$ cat config.mk
export PLATFORM = sky130hd
export DESIGN_NAME = rssr_top
export DESIGN_NICKNAME = d
export VERILOG_FILES = /design/src/logic/rssr_pkg.sv /design/src/logic/rssr_top.sv
export VERILOG_INCLUDE_DIRS = /design/src /design/src/logic
export SDC_FILE = /design/constraint.sdc
export NUM_CORES = 1
export LEC_CHECK = 0
export BUFFER_PORTS_ARGS = -buffer_cell sky130_fd_sc_hd__buf_4
export CAP_MARGIN = 20
export CORE_MARGIN = 2
export CORE_UTILIZATION = 48
export DETAILED_ROUTE_END_ITERATION = 8
export PLACE_DENSITY = 0.75
export SYNTH_ARGS = -nofsm -noshare
export SYNTH_HDL_FRONTEND = slang
export SYNTH_SLANG_ARGS = --single-unit
export TNS_END_PERCENT = 20
$ cat constraint.sdc
create_clock -name i_core_clk -period 1.82 [get_ports i_core_clk]
set_input_delay 0.273 -clock i_core_clk [delete_from_list [all_inputs] [get_ports i_core_clk]]
set_output_delay 0.273 -clock i_core_clk [all_outputs]
set_load 0.01 [all_outputs]
$ cat src/logic/rssr_cfg.svh
/*
  Constants of the reader status and debug register group: register
  offsets, field positions, reset values and timing counts.
  Assumes a 100 MHz core clock and a 5-bit host register address.
*/
//
// Functional notes
// strength values stay valid from reception start until next transmit
// strength tracks envelope, or RF amplitude while that command runs
// highest strength seen during reception is held for later reading
// latched strength values clear when the reader next transmits
// each strength is a 3-bit code, seven steps of 4 dB
// main strength in bits 2..0, auxiliary in bits 5..3, MSB high; code reads bit 7 as zero
// bit 6 shows oscillator stable, about 200 us after start
// auxiliary field measures aux input, or main input when swapped
// ook pin feeds the decoder input when bit 7 is set
// keying pin outputs receiver subcarrier when bit 6 is set
// keying pin is direct modulation plus receiver reset when bit 5 set; code does so only while bit 6 is clear
// bit 4 picks first or second receiver stage for output
// bits 2 and 3 cut stage gain 6 dB, halve corner frequency
// gain loop observe shows AGC level on main strength bits
// both debug registers reset to zero at power-on or enable low
// decoder or io diag bit enters test mode until stop condition
// a stop condition clears decoder and io diag bits
// coder fast clock bit runs encoders from the carrier clock
// during reception high flag rises once 9 bytes are held
// during transmission low flag rises when only 3 bytes remain
// overflow flag sets when host writes more than FIFO holds
// count field shows unread bytes minus one, bit 7 reads zero
// high and low conditions also raise the level event flag
// strength and FIFO status registers are read-only
`ifndef RSSR_CFG_SVH
`define RSSR_CFG_SVH

`define RSSR_ADDR_STRENGTH 5'h0f
`define RSSR_ADDR_DBG_A    5'h1a
`define RSSR_ADDR_DBG_B    5'h1b
`define RSSR_ADDR_FIFO     5'h1c
`define RSSR_REG_RESET     8'h00

`define RSSR_A_OOK_IN      7
`define RSSR_A_SUBC_OUT    6
`define RSSR_A_DIRECT      5
`define RSSR_A_STAGE_SEL   4
`define RSSR_A_CUT2        3
`define RSSR_A_CUT1        2
`define RSSR_A_FOLLOW      1
`define RSSR_A_AGC_OBS     0
`define RSSR_B_RF_LEVEL    7
`define RSSR_B_IO_HI       3
`define RSSR_B_IO_LO       2
`define RSSR_B_DEC         1
`define RSSR_B_FAST_CLK    0
`define RSSR_B_USED_MASK   8'h8f
`define RSSR_B_DIAG_MASK   8'h0e

`define RSSR_FIFO_DEPTH    4'hc
`define RSSR_FIFO_HIGH     4'h9
`define RSSR_FIFO_LOW      4'h3
`define RSSR_OSC_SETTLE_US 200
`define RSSR_CLK_MHZ       100
`define RSSR_OSC_CYC       (`RSSR_OSC_SETTLE_US * `RSSR_CLK_MHZ)

`endif

$ cat src/logic/rssr_pkg.sv
/*
  Types of the reader status and debug register group.
  Assumes the constants header is available on the include path.
*/
`default_nettype none
package rssr_pkg;
  typedef logic [2:0] rssr_lvl_t;
  typedef struct packed {
    rssr_lvl_t main_env;
    rssr_lvl_t aux_env;
    rssr_lvl_t main_rf;
    rssr_lvl_t aux_rf;
    rssr_lvl_t agc;
  } rssr_levels_s;
  typedef struct packed {
    logic [3:0] bytes;
    logic       host_wr;
    logic       clr;
  } rssr_fifo_s;
  typedef struct packed {
    logic       ook_in;
    logic       subc_out;
    logic       direct;
    logic       stage_sel;
    logic [1:0] gain_cut;
    logic       follow;
    logic       rf_level;
    logic       fast_clk;
  } rssr_dbg_s;
endpackage
`default_nettype wire

$ cat src/logic/rssr_top.sv
/*
  Status and debug register group of the reader front-end: peak-held
  signal strength with oscillator flag, two debug registers that steer
  pins and receiver gain, and the FIFO status register.
  Assumes all inputs are synchronous to i_core_clk, the host register
  port gives one-cycle read and write strobes, and the stop condition
  arrives as a one-cycle pulse from the host interface.
*/
`timescale 1ns/1ps
`default_nettype none
`include "rssr_cfg.svh"

module rssr_top #(
  parameter int unsigned OSC_SETTLE_CYC = `RSSR_OSC_CYC
) (
  // clock and reset
  input  wire logic                 i_core_clk,
  input  wire logic                 i_rst_n,
  input  wire logic                 i_en,
  // host register port
  input  wire logic [4:0]           i_reg_addr,
  input  wire logic                 i_reg_wr,
  input  wire logic                 i_reg_rd,
  input  wire logic [7:0]           i_reg_wdata,
  input  wire logic                 i_stop_cond,
  output logic [7:0]                o_reg_rdata,
  // receiver and transmitter state
  input  wire logic                 i_rx_active,
  input  wire logic                 i_tx_active,
  input  wire logic                 i_rf_level_cmd,
  input  wire logic                 i_input_swap,
  input  wire logic                 i_osc_run,
  input  wire rssr_pkg::rssr_levels_s i_levels,
  // fifo state
  input  wire rssr_pkg::rssr_fifo_s i_fifo,
  output logic                      o_level_event,
  // pins and receiver signals
  input  wire logic                 i_ook_pin,
  input  wire logic                 i_demod_data,
  input  wire logic                 i_rx_subcarrier,
  input  wire logic                 i_keying_pin_in,
  output logic                      o_keying_pin_out,
  output logic                      o_keying_pin_oe,
  output logic                      o_decoder_in,
  output logic                      o_tx_direct_mod,
  output logic                      o_rx_reset,
  // front-end control
  output rssr_pkg::rssr_dbg_s       o_dbg,
  output logic                      o_test_mode
);
  import rssr_pkg::*;

  localparam logic [14:0] OSC_LAST = 15'(OSC_SETTLE_CYC - 1);

  // strength latch and oscillator
  rssr_lvl_t   main_peak;
  rssr_lvl_t   aux_peak;
  logic        tx_seen;
  logic [14:0] osc_cnt;
  logic        osc_ok;
  rssr_lvl_t   next_main_peak;
  rssr_lvl_t   next_aux_peak;
  logic        next_tx_seen;
  logic [14:0] next_osc_cnt;
  logic        next_osc_ok;
  rssr_lvl_t   main_src;
  rssr_lvl_t   aux_src;
  rssr_lvl_t   main_field;

  // strength source: envelope normally, rf amplitude during the command
  always_comb begin
    if (i_rf_level_cmd) begin
      main_src = i_levels.main_rf;
      aux_src  = i_input_swap ? i_levels.main_rf : i_levels.aux_rf;
    end else begin
      main_src = i_levels.main_env;
      aux_src  = i_input_swap ? i_levels.main_env : i_levels.aux_env;
    end
  end

  always_comb begin
    next_main_peak = main_peak;
    next_aux_peak  = aux_peak;
    next_tx_seen   = i_tx_active;
    next_osc_cnt   = osc_cnt;
    next_osc_ok    = osc_ok;
    if (!i_en) begin
      next_main_peak = '0;
      next_aux_peak  = '0;
      next_tx_seen   = 1'b0;
    end else if (i_tx_active && !tx_seen) begin
      // clearing wins over a sample in the same cycle
      next_main_peak = '0;
      next_aux_peak  = '0;
    end else if (i_rx_active || i_rf_level_cmd) begin
      // only the highest code is kept, held after the packet ends
      if (main_src > main_peak) begin
        next_main_peak = main_src;
      end
      if (aux_src > aux_peak) begin
        next_aux_peak = aux_src;
      end
    end
    // outside reception and the rf level command, and before a new transmit, the peaks just hold
    if (!i_osc_run || !i_en) begin
      next_osc_cnt = '0;
      next_osc_ok  = 1'b0;
    end else if (osc_cnt == OSC_LAST) begin
      next_osc_ok = 1'b1;
    end else begin
      next_osc_cnt = osc_cnt + 15'h0001;
    end
  end

  always_ff @(posedge i_core_clk or negedge i_rst_n) begin
    if (!i_rst_n) begin
      main_peak <= '0;
      aux_peak  <= '0;
      tx_seen   <= 1'b0;
      osc_cnt   <= '0;
      osc_ok    <= 1'b0;
    end else begin
      main_peak <= next_main_peak;
      aux_peak  <= next_aux_peak;
      tx_seen   <= next_tx_seen;
      osc_cnt   <= next_osc_cnt;
      osc_ok    <= next_osc_ok;
    end
  end

  // debug registers
  logic [7:0] dbg_a;
  logic [7:0] dbg_b;
  logic [7:0] next_dbg_a;
  logic [7:0] next_dbg_b;

  always_comb begin
    next_dbg_a = dbg_a;
    next_dbg_b = dbg_b;
    if (i_stop_cond) begin
      next_dbg_b = dbg_b & ~`RSSR_B_DIAG_MASK;
    end
    if (i_reg_wr && i_reg_addr == `RSSR_ADDR_DBG_A) begin
      next_dbg_a = i_reg_wdata;
    end
    // a write in the stop cycle is kept so software can re-arm at once
    if (i_reg_wr && i_reg_addr == `RSSR_ADDR_DBG_B) begin
      next_dbg_b = i_reg_wdata & `RSSR_B_USED_MASK;
    end
    if (!i_en) begin
      next_dbg_a = `RSSR_REG_RESET;
      next_dbg_b = `RSSR_REG_RESET;
    end
  end

  always_ff @(posedge i_core_clk or negedge i_rst_n) begin
    if (!i_rst_n) begin
      dbg_a <= `RSSR_REG_RESET;
      dbg_b <= `RSSR_REG_RESET;
    end else begin
      dbg_a <= next_dbg_a;
      dbg_b <= next_dbg_b;
    end
  end

  // fifo status
  logic       fifo_high;
  logic       fifo_low;
  logic       fifo_ovf;
  logic       next_fifo_high;
  logic       next_fifo_low;
  logic       next_fifo_ovf;
  logic       next_level_event;
  logic [3:0] fifo_count;

  always_comb begin
    next_fifo_high = i_rx_active && (i_fifo.bytes >= `RSSR_FIFO_HIGH);
    next_fifo_low  = i_tx_active && (i_fifo.bytes <= `RSSR_FIFO_LOW);
    next_fifo_ovf  = fifo_ovf;
    if (i_fifo.clr) begin
      next_fifo_ovf = 1'b0;
    end
    // a write into a full buffer sets, and wins over a clear
    if (i_fifo.host_wr && i_fifo.bytes >= `RSSR_FIFO_DEPTH) begin
      next_fifo_ovf = 1'b1;
    end
    next_level_event = (next_fifo_high && !fifo_high) ||
                       (next_fifo_low && !fifo_low);
    if (!i_en) begin
      next_fifo_high   = 1'b0;
      next_fifo_low    = 1'b0;
      next_fifo_ovf    = 1'b0;
      next_level_event = 1'b0;
    end
  end

  // an empty buffer reads as zero rather than wrapping to all ones
  assign fifo_count = (i_fifo.bytes == 4'h0) ? 4'h0 :
                      i_fifo.bytes - 4'h1;

  always_ff @(posedge i_core_clk or negedge i_rst_n) begin
    if (!i_rst_n) begin
      fifo_high     <= 1'b0;
      fifo_low      <= 1'b0;
      fifo_ovf      <= 1'b0;
      o_level_event <= 1'b0;
    end else begin
      fifo_high     <= next_fifo_high;
      fifo_low      <= next_fifo_low;
      fifo_ovf      <= next_fifo_ovf;
      o_level_event <= next_level_event;
    end
  end

  // read path; status registers have no write decode at all
  logic [7:0] next_rdata;

  // agc observe replaces only the main field, the latch keeps running
  assign main_field = dbg_a[`RSSR_A_AGC_OBS] ? i_levels.agc
                                              : main_peak;

  always_comb begin
    next_rdata = o_reg_rdata;
    if (i_reg_rd) begin
      unique case (i_reg_addr)
        `RSSR_ADDR_STRENGTH:
          next_rdata = {1'b0, osc_ok, aux_peak, main_field};
        `RSSR_ADDR_DBG_A:
          next_rdata = dbg_a;
        `RSSR_ADDR_DBG_B:
          next_rdata = dbg_b;
        `RSSR_ADDR_FIFO:
          next_rdata = {1'b0, fifo_high, fifo_low, fifo_ovf,
                        fifo_count};
        default:
          next_rdata = `RSSR_REG_RESET;
      endcase
    end
  end

  always_ff @(posedge i_core_clk or negedge i_rst_n) begin
    if (!i_rst_n) begin
      o_reg_rdata <= `RSSR_REG_RESET;
    end else begin
      o_reg_rdata <= next_rdata;
    end
  end

  // pin routing and front-end control, all registered
  logic      next_key_out;
  logic      next_key_oe;
  logic      next_decoder_in;
  logic      next_direct_mod;
  logic      next_rx_reset;
  logic      next_test_mode;
  rssr_dbg_s next_dbg;

  always_comb begin
    next_decoder_in = dbg_a[`RSSR_A_OOK_IN] ? i_ook_pin
                                            : i_demod_data;
    next_key_oe     = dbg_a[`RSSR_A_SUBC_OUT];
    next_key_out    = dbg_a[`RSSR_A_SUBC_OUT] & i_rx_subcarrier;
    // subcarrier output has priority; direct mode then reads the pin
    next_direct_mod = dbg_a[`RSSR_A_DIRECT] &&
                      !dbg_a[`RSSR_A_SUBC_OUT] && i_keying_pin_in;
    next_rx_reset   = next_direct_mod;
    next_test_mode  = |(dbg_b & `RSSR_B_DIAG_MASK);
    next_dbg.ook_in    = dbg_a[`RSSR_A_OOK_IN];
    next_dbg.subc_out  = dbg_a[`RSSR_A_SUBC_OUT];
    next_dbg.direct    = dbg_a[`RSSR_A_DIRECT];
    next_dbg.stage_sel = dbg_a[`RSSR_A_STAGE_SEL];
    next_dbg.gain_cut  = {dbg_a[`RSSR_A_CUT2], dbg_a[`RSSR_A_CUT1]};
    next_dbg.follow    = dbg_a[`RSSR_A_FOLLOW];
    next_dbg.rf_level  = dbg_b[`RSSR_B_RF_LEVEL];
    next_dbg.fast_clk  = dbg_b[`RSSR_B_FAST_CLK];
  end

  always_ff @(posedge i_core_clk or negedge i_rst_n) begin
    if (!i_rst_n) begin
      o_keying_pin_out <= 1'b0;
      o_keying_pin_oe  <= 1'b0;
      o_decoder_in     <= 1'b0;
      o_tx_direct_mod  <= 1'b0;
      o_rx_reset       <= 1'b0;
      o_test_mode      <= 1'b0;
      o_dbg            <= '0;
    end else begin
      o_keying_pin_out <= next_key_out;
      o_keying_pin_oe  <= next_key_oe;
      o_decoder_in     <= next_decoder_in;
      o_tx_direct_mod  <= next_direct_mod;
      o_rx_reset       <= next_rx_reset;
      o_test_mode      <= next_test_mode;
      o_dbg            <= next_dbg;
    end
  end

endmodule
`default_nettype wire

==> insert_results.sql, run 1 <==
INSERT INTO impl_metrics (metric_group, metric, value, unit) VALUES
('timing', 'final.period_utilization', '95.72', '%'),
('grt', 'via_count_of_the_first_global_routing_pass', '2511', ''),
('synth', 'ffs_w_async_s_r_synth', '100.0', '%'),
('synth', 'yosys.cell_types.count', '52', ''),
('grt', 'globalRoute.totalOverflow', '0', ''),
('hold_path', 'worst_hold_path.num_cells', '2', ''),
('die', 'io-pin-count', '73', ''),
('timing', 'max_slew_margin', '61.88', '%'),
('timing', 'maxSlewViolCount', '0', ''),
('power', 'power_density', '756.8', 'mW/mm²'),
('synth', 'total_of_flip_flops_plus_latches_after_synthesis', '61', ''),
('critical_path', 'ordered_list_of_cells_on_the_worst_path', 'or4b_4 -> nor4_4 -> buf_4 -> or3_1 -> a21oi_1', ''),
('run_status', 'status', 'finished, final reports clean', ''),
('synth', 'mappedNetlistArea', '0.003095', 'mm²'),
('die', 'dieHeight', '84.31', 'µm'),
('synth', 'syn_avg_cell_area', '9.985', 'µm²'),
('synth', 'arithmetic_cell_share_of_the_synthesized_area_counting_full_adders_half_adders_and_majority_gates', '2.829', '%'),
('synth', 'yosys.area_share.simple', '22.47', '%'),
('placement', 'detailedPlace.worstSlack', '-0.1453', 'ns'),
('timing', 'timing_hold_violations_final', '0', ''),
('synth', 'yosys-mux-area-fraction', '5.214', '%'),
('die', 'dieArea', '0.007107', 'mm²'),
('clocking', 'cts.root.buffer_cell', 'sky130_fd_sc_hd__clkbuf_8', ''),
('critical_path', 'critical_path_required', '2.00', 'ns'),
('route', 'firstDrtPassIters', '4', ''),
('critical_path', 'timing.critical_path.to_type', 'flop', ''),
('final_layout', 'final_core_occ', '63.60', '%'),
('power', 'total_power', '0.003022', 'W'),
('final_layout', 'layout.nets', '446', ''),
('placement', 'portBuffers', '72', ''),
('synth', 'post-synth-top-area-fraction', '49.31', '%'),
('die', 'core_area', '0.006277', 'mm²'),
('route', 'drc_violation_total_after_the_first_tritonroute_iteration', '150', ''),
('placement', 'dpl-instance-area', '0.003757', 'mm²'),
('final_layout', 'fillers', '526', ''),
('die', 'die_w', '84.31', 'µm'),
('synth', 'synth-edff-count', '0', ''),
('placement', 'dpl.cell_count', '455', ''),
('placement', 'dp_hpwl', '5321', 'µm'),
('final_layout', 'areaGrowthSynthToFinish', '28.98', '%'),
('critical_path', 'crit_path_max_fanout', '4', ''),
('timing', 'final_period_minus_worst_setup_slack', '1.742', 'ns'),
('synth', 'synth_top_family_by_area', 'simple AND/OR/NAND/NOR gates', ''),
('hold_path', 'min_delay_path_class', 'input pin to flop', ''),
('timing', 'report.final.setup_viol', '0', ''),
('critical_path', 'r2r_cells', '5', ''),
('critical_path', 'timing.critical_path.depth', '5', ''),
('critical_path', 'cp.arrival', '1.92', 'ns'),
('grt', 'grt_first_pass_wirelength', '11770', 'µm'),
('route', 'drtAntennaViolNets', '0', ''),
('final_layout', 'finalInstanceArea', '0.003993', 'mm²'),
('die', 'floorplan.rows', '29', ''),
('critical_path', 'critical_path_buf_inv_count', '1', ''),
('job', 'maxCapViolCount', '0', ''),
('synth', 'synth.top_cells.by_area', 'sky130_fd_sc_hd__dfrtp_1, sky130_fd_sc_hd__nand2_1, sky130_fd_sc_hd__nand3_1, sky130_fd_sc_hd__a21boi_0, sky130_fd_sc_hd__nor2_1', ''),
('clocking', 'cts.path.max_buffers', '2', ''),
('critical_path', 'worst_setup_path_start_kind', 'flop', ''),
('route', 'via_per_inst', '5.503', ''),
('grt', 'grt_max_degree', '35', ''),
('synth', 'xor_and_xnor_area_share_after_synthesis', '2.264', '%'),
('route', 'vias', '2592', ''),
('final_layout', 'diodes', '0', ''),
('placement', 'place_congestion', '0.8337', ''),
('clocking', 'cts-buffers-inserted', '9', ''),
('die', 'initial_util', '49.31', '%'),
('critical_path', 'critical-path-slowest-cell', 'sky130_fd_sc_hd__or4b_4', ''),
('clocking', 'cts_tree', 'built', ''),
('clocking', 'post_cts.repair.setup_buffers', '0', ''),
('critical_path', 'startpoint_to_endpoint_class_of_the_critical_path', 'flop to flop', ''),
('synth', 'synth-compound-area-share', '13.95', '%'),
('route', 'wire_per_inst', '14.84', 'µm');
[cells in the final DEF, fill, tap and decap left out, types with 2 or more instances in the layout]
master | synthesis | final
sky130_fd_sc_hd__nand2b_1 | 2 | 2
sky130_fd_sc_hd__nand3_1 | 23 | 23
sky130_fd_sc_hd__nor2_1 | 25 | 25
sky130_fd_sc_hd__a221oi_1 | 3 | 3
sky130_fd_sc_hd__nor2b_1 | 6 | 6
sky130_fd_sc_hd__and2_1 | 6 | 6
sky130_fd_sc_hd__buf_4 | 2 | 81
sky130_fd_sc_hd__mux4_2 | 2 | 2
sky130_fd_sc_hd__nor4_1 | 2 | 2
sky130_fd_sc_hd__nand4_1 | 2 | 2
sky130_fd_sc_hd__dfrtp_1 | 61 | 61
sky130_fd_sc_hd__nand2_1 | 31 | 31
sky130_fd_sc_hd__a22oi_1 | 4 | 4
sky130_fd_sc_hd__o22ai_1 | 5 | 5
sky130_fd_sc_hd__nor3_1 | 9 | 9
sky130_fd_sc_hd__clkbuf_8 | 0 | 10
sky130_fd_sc_hd__mux2i_1 | 6 | 6
sky130_fd_sc_hd__bufinv_16 | 0 | 2
sky130_fd_sc_hd__a21boi_0 | 14 | 14
sky130_fd_sc_hd__o21ai_0 | 11 | 11
sky130_fd_sc_hd__a222oi_1 | 3 | 3
sky130_fd_sc_hd__mux2_2 | 5 | 5
sky130_fd_sc_hd__a21oi_1 | 10 | 10
sky130_fd_sc_hd__clkinv_2 | 0 | 3
sky130_fd_sc_hd__nand3b_1 | 3 | 3
sky130_fd_sc_hd__or3_1 | 3 | 3
sky130_fd_sc_hd__and3b_1 | 3 | 3
sky130_fd_sc_hd__and3_1 | 3 | 3
sky130_fd_sc_hd__a31oi_1 | 4 | 4
sky130_fd_sc_hd__ha_1 | 7 | 6
sky130_fd_sc_hd__xnor2_1 | 7 | 7
sky130_fd_sc_hd__inv_1 | 16 | 16
[flip-flops by register name (all words and copies together) (netlist names), 3 cells and up]
| name | count |
|---|---|
| dbg_a | 8 |
| o_dbg | 9 |
| o_reg_rdata | 8 |
| osc_cnt | 15 |
| dbg_b | 5 |
| main_peak | 3 |
| aux_peak | 3 |
[power by group]
| group | internal, W | leakage [nW] | switching, W |
|---|---|---|---|
| Combinational | 0.000178 | 0.893 | 0.000173 |
| Sequential | 0.00138 | 0.844 | 0.0000183 |
| Clock | 0.000793 | 0.112 | 0.000481 |
| Total | 0.00235 | 1.85 | 0.000672 |
[cell usage after synthesis (all sizes together) (3+ instances only)]
cell type / n
o21ai: 12
xnor2: 7
o22ai: 5
a22oi: 4
or3: 3
dfrtp: 61
a21oi: 10
a21boi: 14
nor4: 3
buf: 5
nand2: 31
and3: 4
nor3: 9
nand3: 23
a222oi: 3
mux2: 5
mux2i: 6
and3b: 3
clkbuf: 9
inv: 16
a221oi: 3
ha: 7
nor2: 26
a31oi: 4
and2: 6
nand3b: 3
nor2b: 6
[repair_timing]
item | CTS | global route
resized for setup | 0 | 2
setup endpoints to repair | 0 | 4
hold buffers | 1 | 0
endpoints found under the hold margin | 33 | 0
[final timing paths]
check / from / end / slack, ns
hold / removal: i_rx_subcarrier / o_keying_pin_out / 0.18
setup / recovery: osc_cnt[7] / osc_cnt[5] / 0.08
max in group asynchronous: i_rst_n / aux_peak[0] / 0.89
hold reg to reg: dbg_b[7] / o_dbg[1] / 0.41
min in group asynchronous: i_rst_n / o_decoder_in / 0.44
setup reg to reg: osc_cnt[7] / osc_cnt[5] / 0.08
[stage by stage]
step / setup TNS, ns / hold slack, ns
floorplan: 0 / -0.02259
global placement: -0.3424 / 0.2538
detailed placement: -0.4413 / 0.2523
CTS: 0 / 0.1642
global route: 0 / 0.1672
finish: 0 / 0.1758
[cells by family (layout without fill, tap and decap cells)]
| logic type | Yosys count | count (layout) |
|---|---|---|
| flip-flops | 61 | 61 |
| XOR/XNOR | 8 | 8 |
| adder cells (fa/ha/maj) | 7 | 7 |
| AO/OA/AOI/OAI | 63 | 63 |
| AND/OR/NAND/NOR | 128 | 128 |
| buffers and inverters | 30 | 114 |
| multiplexers | 13 | 13 |
[layout make-up]
class | instances | area [µm²] | share of cell area, %
clock inverter | 5 | 75.07 | 1.880
sequential | 61 | 1526 | 38.23
inverter | 16 | 60.06 | 1.504
multi-input combinational | 219 | 1459 | 36.54
clock buffer | 10 | 137.6 | 3.447
tap | 77 | 96.34 | 2.413
timing repair buffer | 83 | 638.1 | 15.98
[routing by layer]
metal	global-route usage (%)	up-vias	wire length (µm)
met2	33.41	86	3282
met5	0	-	0
met4	6.598	0	118
met3	4.425	9	414
li1	-	1276	-
met1	28.53	1221	3176
(Power assumes the default switching activity.)
==> inputs of run 2 (changes only) <==
Settings changed: CORE_MARGIN 2 to 10, CORE_UTILIZATION 48 to 50, GPL_TIMING_DRIVEN set to 0.
Clock period 1.82 ns to 2 ns, I/O delays scaled along.
==> run 2 against run 1 <==
- via count grew 1.4%
- critical endpoint is now osc_cnt[1]
- critical path type unchanged
- cell area shrank 0.97%
- clock skew shrank 0.00099 ns
- non-clock buffer count grew 3
==> insert_results.sql, run 2 (same netlist as run 1, synthesis figures left out) <==
INSERT INTO impl_metrics (metric_group, metric, value, unit) VALUES
('run_status', 'status', 'finished, final reports clean', ''),
('die', 'core_area', '0.005956', 'mm²'),
('clocking', 'cts-buffers-inserted', '9', ''),
('final_layout', 'layout.cells.most_common', 'sky130_fd_sc_hd__buf_4', ''),
('power', 'power_switching', '0.0006686', 'W'),
('final_layout', 'layout.area.seq', '0.001526', 'mm²'),
('timing', 'timing.setup.tns', '0', 'ns'),
('final_layout', 'areaGrowthSynthToFinish', '27.73', '%'),
('final_layout', 'layout.nets', '449', ''),
('route', 'via_per_inst', '5.556', ''),
('timing', 'timing_hold_violations_final', '0', ''),
('power', 'power.ir.vdd_worst', '0.4940', 'mV'),
('power', 'total_power', '0.002800', 'W'),
('job', 'maxCapViolCount', '0', ''),
('die', 'io-pin-count', '73', ''),
('power', 'power.share.switching', '23.88', '%'),
('critical_path', 'worst_setup_path_start_kind', 'flop', ''),
('critical_path', 'cp.arrival', '2.05', 'ns'),
('final_layout', 'multi_input_area', '0.001446', 'mm²'),
('clocking', 'clkSlewWorstSetupHoldPaths', '0.07', 'ns'),
('power', 'internal-power', '0.002131', 'W'),
('final_layout', 'fillers', '498', ''),
('timing', 'clock_skew', '0.006417', 'ns'),
('grt', 'grt_max_degree', '62', ''),
('final_layout', 'layout.cells.most_common_list', 'sky130_fd_sc_hd__buf_4, sky130_fd_sc_hd__dfrtp_1, sky130_fd_sc_hd__nand2_1', ''),
('placement', 'dpl.cell_count', '454', ''),
('critical_path', 'critical_path_required', '2.22', 'ns'),
('placement', 'portBuffers', '69', ''),
('final_layout', 'diodes', '0', ''),
('die', 'initial_util', '51.97', '%'),
('route', 'vias', '2628', ''),
('grt', 'antenna_found_initial', '0', ''),
('placement', 'dpl-instance-area', '0.003707', 'mm²'),
('power', 'power.static_leakage', '1.827', 'nW'),
('route', 'wire_per_inst', '16.79', 'µm'),
('placement', 'place_congestion', '0.9177', ''),
('route', 'drt_drc_violations_left', '0', ''),
('die', 'dieArea', '0.009738', 'mm²'),
('die', 'dieHeight', '98.68', 'µm'),
('die', 'floorplan.rows', '28', ''),
('clocking', 'cts.path.max_buffers', '2', ''),
('timing', 'final_period_minus_worst_setup_slack', '1.833', 'ns'),
('clocking', 'clock-sinks', '61', ''),
('clocking', 'cts_tree', 'built', ''),
('grt', 'via_count_of_the_first_global_routing_pass', '2725', ''),
('timing', 'timing.fmax', '0.5455', 'GHz'),
('route', 'drtAntennaViolNets', '0', ''),
('timing', 'report.final.setup_viol', '0', ''),
('grt', 'grt.total_usage', '16.71', '%'),
('clocking', 'cts.root.buffer_cell', 'sky130_fd_sc_hd__clkbuf_8', ''),
('power', 'pwr-share-clk', '43.8', '%'),
('timing', 'max_slew.worst_pin.slew', '0.7612', 'ns'),
('final_layout', 'registers.top_by_ff_count', 'osc_cnt', ''),
('clocking', 'clock_latency_at_the_later_pin_of_the_worst_skew_pair', '0.34', 'ns'),
('final_layout', 'leading_registers_by_flop_count', 'osc_cnt: 15 flops, o_dbg: 9 flops', ''),
('placement', 'dp_hpwl', '5997', 'µm'),
('power', 'seqPwrFrac', '45.3', '%'),
('timing', 'max_slew_margin', '49.25', '%'),
('final_layout', 'post_layout_nonfiller_instances', '473', ''),
('clocking', 'ctsHtreeMaxLevel', '3', ''),
('critical_path', 'timing.critical_path.to_type', 'flop', ''),
('grt', 'globalRoute.totalOverflow', '0', ''),
('timing', 'maxSlewViolCount', '0', ''),
('route', 'drc_violation_total_after_the_first_tritonroute_iteration', '132', ''),
('route', 'firstDrtPassIters', '4', ''),
('final_layout', 'finalInstanceArea', '0.003954', 'mm²'),
('timing', 'rsz_0062_raised_after_global_routing', 'false', ''),
('power', 'comb_power_share', '10.9', '%'),
('final_layout', 'largest_register_ffs', '15', ''),
('grt', 'grt_first_pass_wirelength', '13220', 'µm'),
('route', 'detail_route.wirelength', '7943', 'µm'),
('critical_path', 'crit_path_max_fanout', '6', ''),
('hold_path', 'min_delay_path_class', 'input pin to async pin', ''),
('timing', 'final.period_utilization', '91.66', '%'),
('final_layout', 'final_layout_size_suffix_gt1_share', '27.14', '%'),
('critical_path', 'startpoint_to_endpoint_class_of_the_critical_path', 'flop to flop', ''),
('die', 'die_w', '98.68', 'µm'),
('power', 'power_density', '708.2', 'mW/mm²');
==> run 2: cell types whose count changed in the layout (fill, tap and decap cells not counted), sizes merged <==
cell and delta:
buf -5, dlygate4sd3 -1, clkbuf +9, clkinvlp +1
==> run 2: stage by stage <==
| step | hold slack (ns) | util (%) | setup slack [ns] |
|---|---|---|---|
| 2_1_floorplan | 0.004409 | - | 0.1075 |
| 3_3_place_gp | 0.4046 | 62.25 | -0.02652 |
| 3_5_place_dp | 0.3985 | 62.25 | -0.07632 |
| 4_1_cts | 0.05175 | 66.01 | 0.03012 |
| 5_1_grt | 0.07128 | 66.39 | 0.07512 |
| 6_report | 0.02541 | 66.39 | 0.1668 |
==> run 2: critical path, cell delays in order, from the launching register on <==
cell and delay, ns:
sky130_fd_sc_hd__dfrtp_1 0.43, sky130_fd_sc_hd__or4b_4 0.55, sky130_fd_sc_hd__nor4_4 0.28, sky130_fd_sc_hd__buf_4 0.18, sky130_fd_sc_hd__mux2i_1 0.22, sky130_fd_sc_hd__nor2_2 0.04
==> run 2: path summary, 6_finish.rpt <==
check,from,end,slack [ns],cells past startpoint
max in group asynchronous,i_rst_n,main_peak[1],1.48,1
max,osc_cnt[8],osc_cnt[1],0.17,5
min in group i_core_clk,i_rx_subcarrier,o_keying_pin_out,0.18,2
max reg2reg,osc_cnt[8],osc_cnt[1],0.17,5
min reg2reg,dbg_b[7],o_dbg[1],0.41,0
min,i_rst_n,o_dbg[1],0.03,1
==> run 2: cell type report <==
cell class | count | share of cell area [%]
flip-flops and latches | 61 | 38.61
multi-input cells | 219 | 36.58
repair buffers | 72 | 13.67
clock buffers | 10 | 3.481
well taps | 75 | 2.373
clock inverters | 6 | 2.184
plain buffers | 14 | 1.582
inverters | 16 | 1.519
==> run 2: timing repair <==
| item | 4_1_cts | 5_1_grt |
|---|---|---|
| hold buffers | 0 | 0 |
| buffers inserted | 0 | 3 |
| resized for setup | 0 | 0 |
| endpoints found under the setup margin | 0 | 5 |
==> run 2: power groups by stage <==
| stage | combinational (W) | sequential, W | clock (W) |
|---|---|---|---|
| 6_report | 0.000304 | 0.00127 | 0.00123 |
| 5_1_grt | 0.000344 | 0.00127 | 0.00130 |
| 4_1_cts | 0.000307 | 0.00127 | 0.00124 |
| 3_5_place_dp | 0.000305 | 0.00129 | 0 |
| 3_3_place_gp | 0.000294 | 0.00129 | 0 |
| 2_1_floorplan | 0.000153 | 0.00129 | 0 |
==> run 2: metal layers <==
layer / vias up / wire [µm] / global-route usage [%]
li1: 1276 / - / -
met1: 1257 / 3239 / 19.09
met2: 81 / 4013 / 28.19
met3: 14 / 568 / 5.936
met4: 0 / 121 / 6.064
met5: - / 0 / 0
==> inputs of run 3 (changes only) <==
Settings changed: ABC_AREA set to 1.
==> run 3 against run 2 <==
- non-clock buffer count fell by 10
- clock power about the same
- register-to-register slack better by 0.25 ns
- power up 2.9%
- sequential share of layout area decreased by 0.68 points
- utilization rose by 0.41 points
- critical endpoint is now aux_peak[0]
==> insert_results.sql, run 3 <==
INSERT INTO impl_metrics (metric_group, metric, value, unit) VALUES
('clocking', 'cts.root.buffer_cell', 'sky130_fd_sc_hd__clkbuf_8', ''),
('synth', 'netlist_instances', '412', ''),
('synth', 'mappedNetlistArea', '0.003176', 'mm²'),
('route', 'drt_drc_violations_left', '0', ''),
('timing', 'maxSlewViolCount', '0', ''),
('die', 'dieArea', '0.009939', 'mm²'),
('clocking', 'clock_latency_at_the_later_pin_of_the_worst_skew_pair', '0.35', 'ns'),
('critical_path', 'crit_path_max_incr_delay', '0.32', 'ns'),
('clocking', 'cts_tree', 'built', ''),
('final_layout', 'diodes', '0', ''),
('timing', 'timing_hold_violations_final', '0', ''),
('run_status', 'status', 'finished, final reports clean', ''),
('route', 'vias', '2888', ''),
('clocking', 'clkSlewWorstSetupHoldPaths', '0.08', 'ns'),
('die', 'die_w', '99.70', 'µm'),
('final_layout', 'fillers', '547', ''),
('synth', 'synthesis.yosys.warnings', '0', ''),
('clocking', 'ctsHoldBuffers', '0', ''),
('die', 'io-pin-count', '73', ''),
('clocking', 'post_cts.repair.setup_buffers', '0', ''),
('timing', 'final_period_minus_worst_setup_slack', '1.602', 'ns'),
('synth', 'netlist_top_cells_count', 'sky130_fd_sc_hd__nand2_1, sky130_fd_sc_hd__dfrtp_1, sky130_fd_sc_hd__nor2_1, sky130_fd_sc_hd__inv_1, sky130_fd_sc_hd__nand3_1', ''),
('timing', 'final.period_utilization', '80.12', '%'),
('clocking', 'cts-buffers-inserted', '9', ''),
('final_layout', 'largest_register_ffs', '15', ''),
('final_layout', 'layout.nets', '550', ''),
('power', 'power.ir.vdd_worst', '0.5306', 'mV'),
('synth', 'postSynthNetCount', '468', ''),
('timing', 'clock_skew', '0.01154', 'ns'),
('die', 'initial_util', '52.70', '%'),
('synth', 'synth.top_cells.by_area', 'sky130_fd_sc_hd__dfrtp_1, sky130_fd_sc_hd__nand2_1, sky130_fd_sc_hd__nor2_1, sky130_fd_sc_hd__inv_1, sky130_fd_sc_hd__nand3_1', ''),
('timing', 'max_slew_margin', '49.41', '%'),
('critical_path', 'r2r_cells', '7', ''),
('critical_path', 'worst_setup_path_start_kind', 'input pin', ''),
('placement', 'place_congestion', '0.8215', ''),
('grt', 'grt.total_usage', '16.15', '%'),
('job', 'maxCapViolCount', '0', ''),
('synth', 'total_of_flip_flops_plus_latches_after_synthesis', '61', ''),
('critical_path', 'critical_path_required', '2.26', 'ns'),
('timing', 'final.hold.worst_slack', '0.01485', 'ns'),
('final_layout', 'registers.top_by_ff_count', 'osc_cnt', ''),
('critical_path', 'cp.arrival', '1.86', 'ns'),
('synth', 'yosys.cell_types.count', '30', ''),
('critical_path', 'critical-path-slowest-cell', 'sky130_fd_sc_hd__ha_1', ''),
('route', 'detail_route.wirelength', '7735', 'µm'),
('grt', 'grt_max_degree', '62', ''),
('grt', 'globalRoute.totalOverflow', '0', ''),
('die', 'floorplan.rows', '28', ''),
('timing', 'max_slew.worst_pin.slew', '0.7589', 'ns'),
('route', 'wire_per_inst', '13.50', 'µm'),
('power', 'power.static_leakage', '2.115', 'nW'),
('placement', 'dp_hpwl', '6004', 'µm'),
('timing', 'rsz_0062_raised_after_global_routing', 'false', ''),
('hold_path', 'min_delay_path_class', 'input pin to async pin', ''),
('synth', 'ffs_w_async_s_r_synth', '100.0', '%'),
('placement', 'portBuffers', '71', ''),
('grt', 'via_count_of_the_first_global_routing_pass', '2889', ''),
('route', 'firstDrtPassIters', '4', ''),
('critical_path', 'ordered_list_of_cells_on_the_worst_path', 'buf_4 -> inv_2 -> nand2_1 -> nand2_1 -> nand2_1 -> o21ai_0 -> ha_1 -> nand2_1 -> or2_2 -> nand2_1 -> nand2_2 -> inv_1 -> nand2_1 -> a21oi_1', ''),
('timing', 'timing.fmax', '0.6241', 'GHz'),
('critical_path', 'timing.critical_path.to_type', 'flop', ''),
('route', 'via_per_inst', '5.040', ''),
('synth', 'synth-edff-count', '0', ''),
('critical_path', 'startpoint_to_endpoint_class_of_the_critical_path', 'input pin to flop', ''),
('power', 'power_density', '716.0', 'mW/mm²'),
('grt', 'grt_first_pass_wirelength', '13210', 'µm'),
('grt', 'antenna_found_initial', '0', ''),
('clocking', 'cts-resized-gates', '0', ''),
('synth', 'synth.most_common_cell', 'sky130_fd_sc_hd__nand2_1', ''),
('route', 'drtAntennaViolNets', '0', ''),
('synth', 'synth_top_cell_by_area', 'sky130_fd_sc_hd__dfrtp_1', ''),
('final_layout', 'layout.cells.most_common', 'sky130_fd_sc_hd__nand2_1', ''),
('synth', 'post-synth-top-area-fraction', '48.07', '%'),
('synth', 'synth_sequential_area_ratio', '48.07', '%'),
('timing', 'timing.setup.tns', '0', 'ns'),
('synth', 'syn_avg_cell_area', '7.708', 'µm²'),
('clocking', 'clock-sinks', '61', ''),
('final_layout', 'areaGrowthSynthToFinish', '26.75', '%'),
('clocking', 'cts.path.max_buffers', '2', ''),
('final_layout', 'layout.cells.most_common_list', 'sky130_fd_sc_hd__nand2_1, sky130_fd_sc_hd__buf_4, sky130_fd_sc_hd__dfrtp_1', ''),
('critical_path', 'cpMostUsedCell', 'sky130_fd_sc_hd__nand2_1', ''),
('die', 'core_area', '0.006026', 'mm²'),
('final_layout', 'final_layout_size_suffix_gt1_share', '23.49', '%'),
('synth', 'ys_dominant_reg_cell', 'sky130_fd_sc_hd__dfrtp_1', ''),
('critical_path', 'crit_path_max_fanout', '8', ''),
('clocking', 'ctsHtreeMaxLevel', '3', ''),
('route', 'drc_violation_total_after_the_first_tritonroute_iteration', '94', ''),
('timing', 'report.final.setup_viol', '0', ''),
('final_layout', 'leading_registers_by_flop_count', 'osc_cnt: 15 flops, o_dbg: 9 flops', ''),
('die', 'dieHeight', '99.70', 'µm');
[run 3: cell count changes after synthesis, sizes merged, moves of 14 or more]
cell	change
nand2	+94
nand3	+16
nor2	+30
a21boi	-14
inv	+38
o21ai	+16
[run 3: layout make-up]
cell class	instances	area [µm²]	share of cell area [%]
Buffer	5	38.79	0.9636
Clock buffer	10	137.6	3.419
Clock inverter	5	85.08	2.114
Inverter	56	210.2	5.222
Multi-Input combinational cell	290	1400	34.78
Sequential cell	61	1526	37.92
Tap cell	75	93.84	2.331
Timing Repair Buffer	71	533.0	13.24
[run 3: worst max-delay path: cells and delay by family]
family / cells / cell delay, ns
buffers and inverters: 3 / 0.28
adder cells (fa/ha/maj): 1 / 0.32
AND/OR/NAND/NOR: 8 / 0.71
AO/OA/AOI/OAI: 2 / 0.25
[run 3: final timing paths]
| check | startpoint | to | slack [ns] |
|---|---|---|---|
| max | i_rf_level_cmd | aux_peak[0] | 0.40 |
| min | i_rst_n | o_dbg[1] | 0.01 |
| max reg2reg | main_peak[2] | main_peak[0] | 0.42 |
| min reg2reg | dbg_a[2] | o_dbg[3] | 0.38 |
| max in group asynchronous | i_rst_n | osc_cnt[0] | 1.48 |
| min in group i_core_clk | i_demod_data | o_decoder_in | 0.14 |
[run 3: per-layer routing]
layer	global-route usage, %	vias to the layer above	part of all wire, %
met4	5.182	0	1.6
met5	0	-	0
li1	-	1472	-
met2	24.69	73	46
met3	6.021	13	6.3
met1	20.57	1330	46
[run 3: stage by stage]
step	instances	utilization, %	power, W	worst slack (ns)	area (µm²)
finish	573	66.80	0.002882	0.3976	4025
floorplan	412	-	0.001494	0.3772	3176
detailed placement	558	63.10	0.001668	0.02577	3802
global placement	558	63.10	0.001657	0.06829	3802
CTS	573	66.80	0.002891	0.3787	4025
global route	573	66.80	0.002999	0.1889	4025
[run 3: cells by family after synthesis]
logic type | synth area share (%)
simple gates | 31.99
xor+xnor | 0.2759
compound gates | 9.062
flops | 48.07
fa+ha+maj | 2.758
buf+inv | 7.841
[run 3: power breakdown]
part,total (W),switching (W),internal [W]
logic,0.000351,0.000199,0.000152
registers,0.00129,0.0000217,0.00127
clock network,0.00124,0.000508,0.000733
total,0.00288,0.000729,0.00215
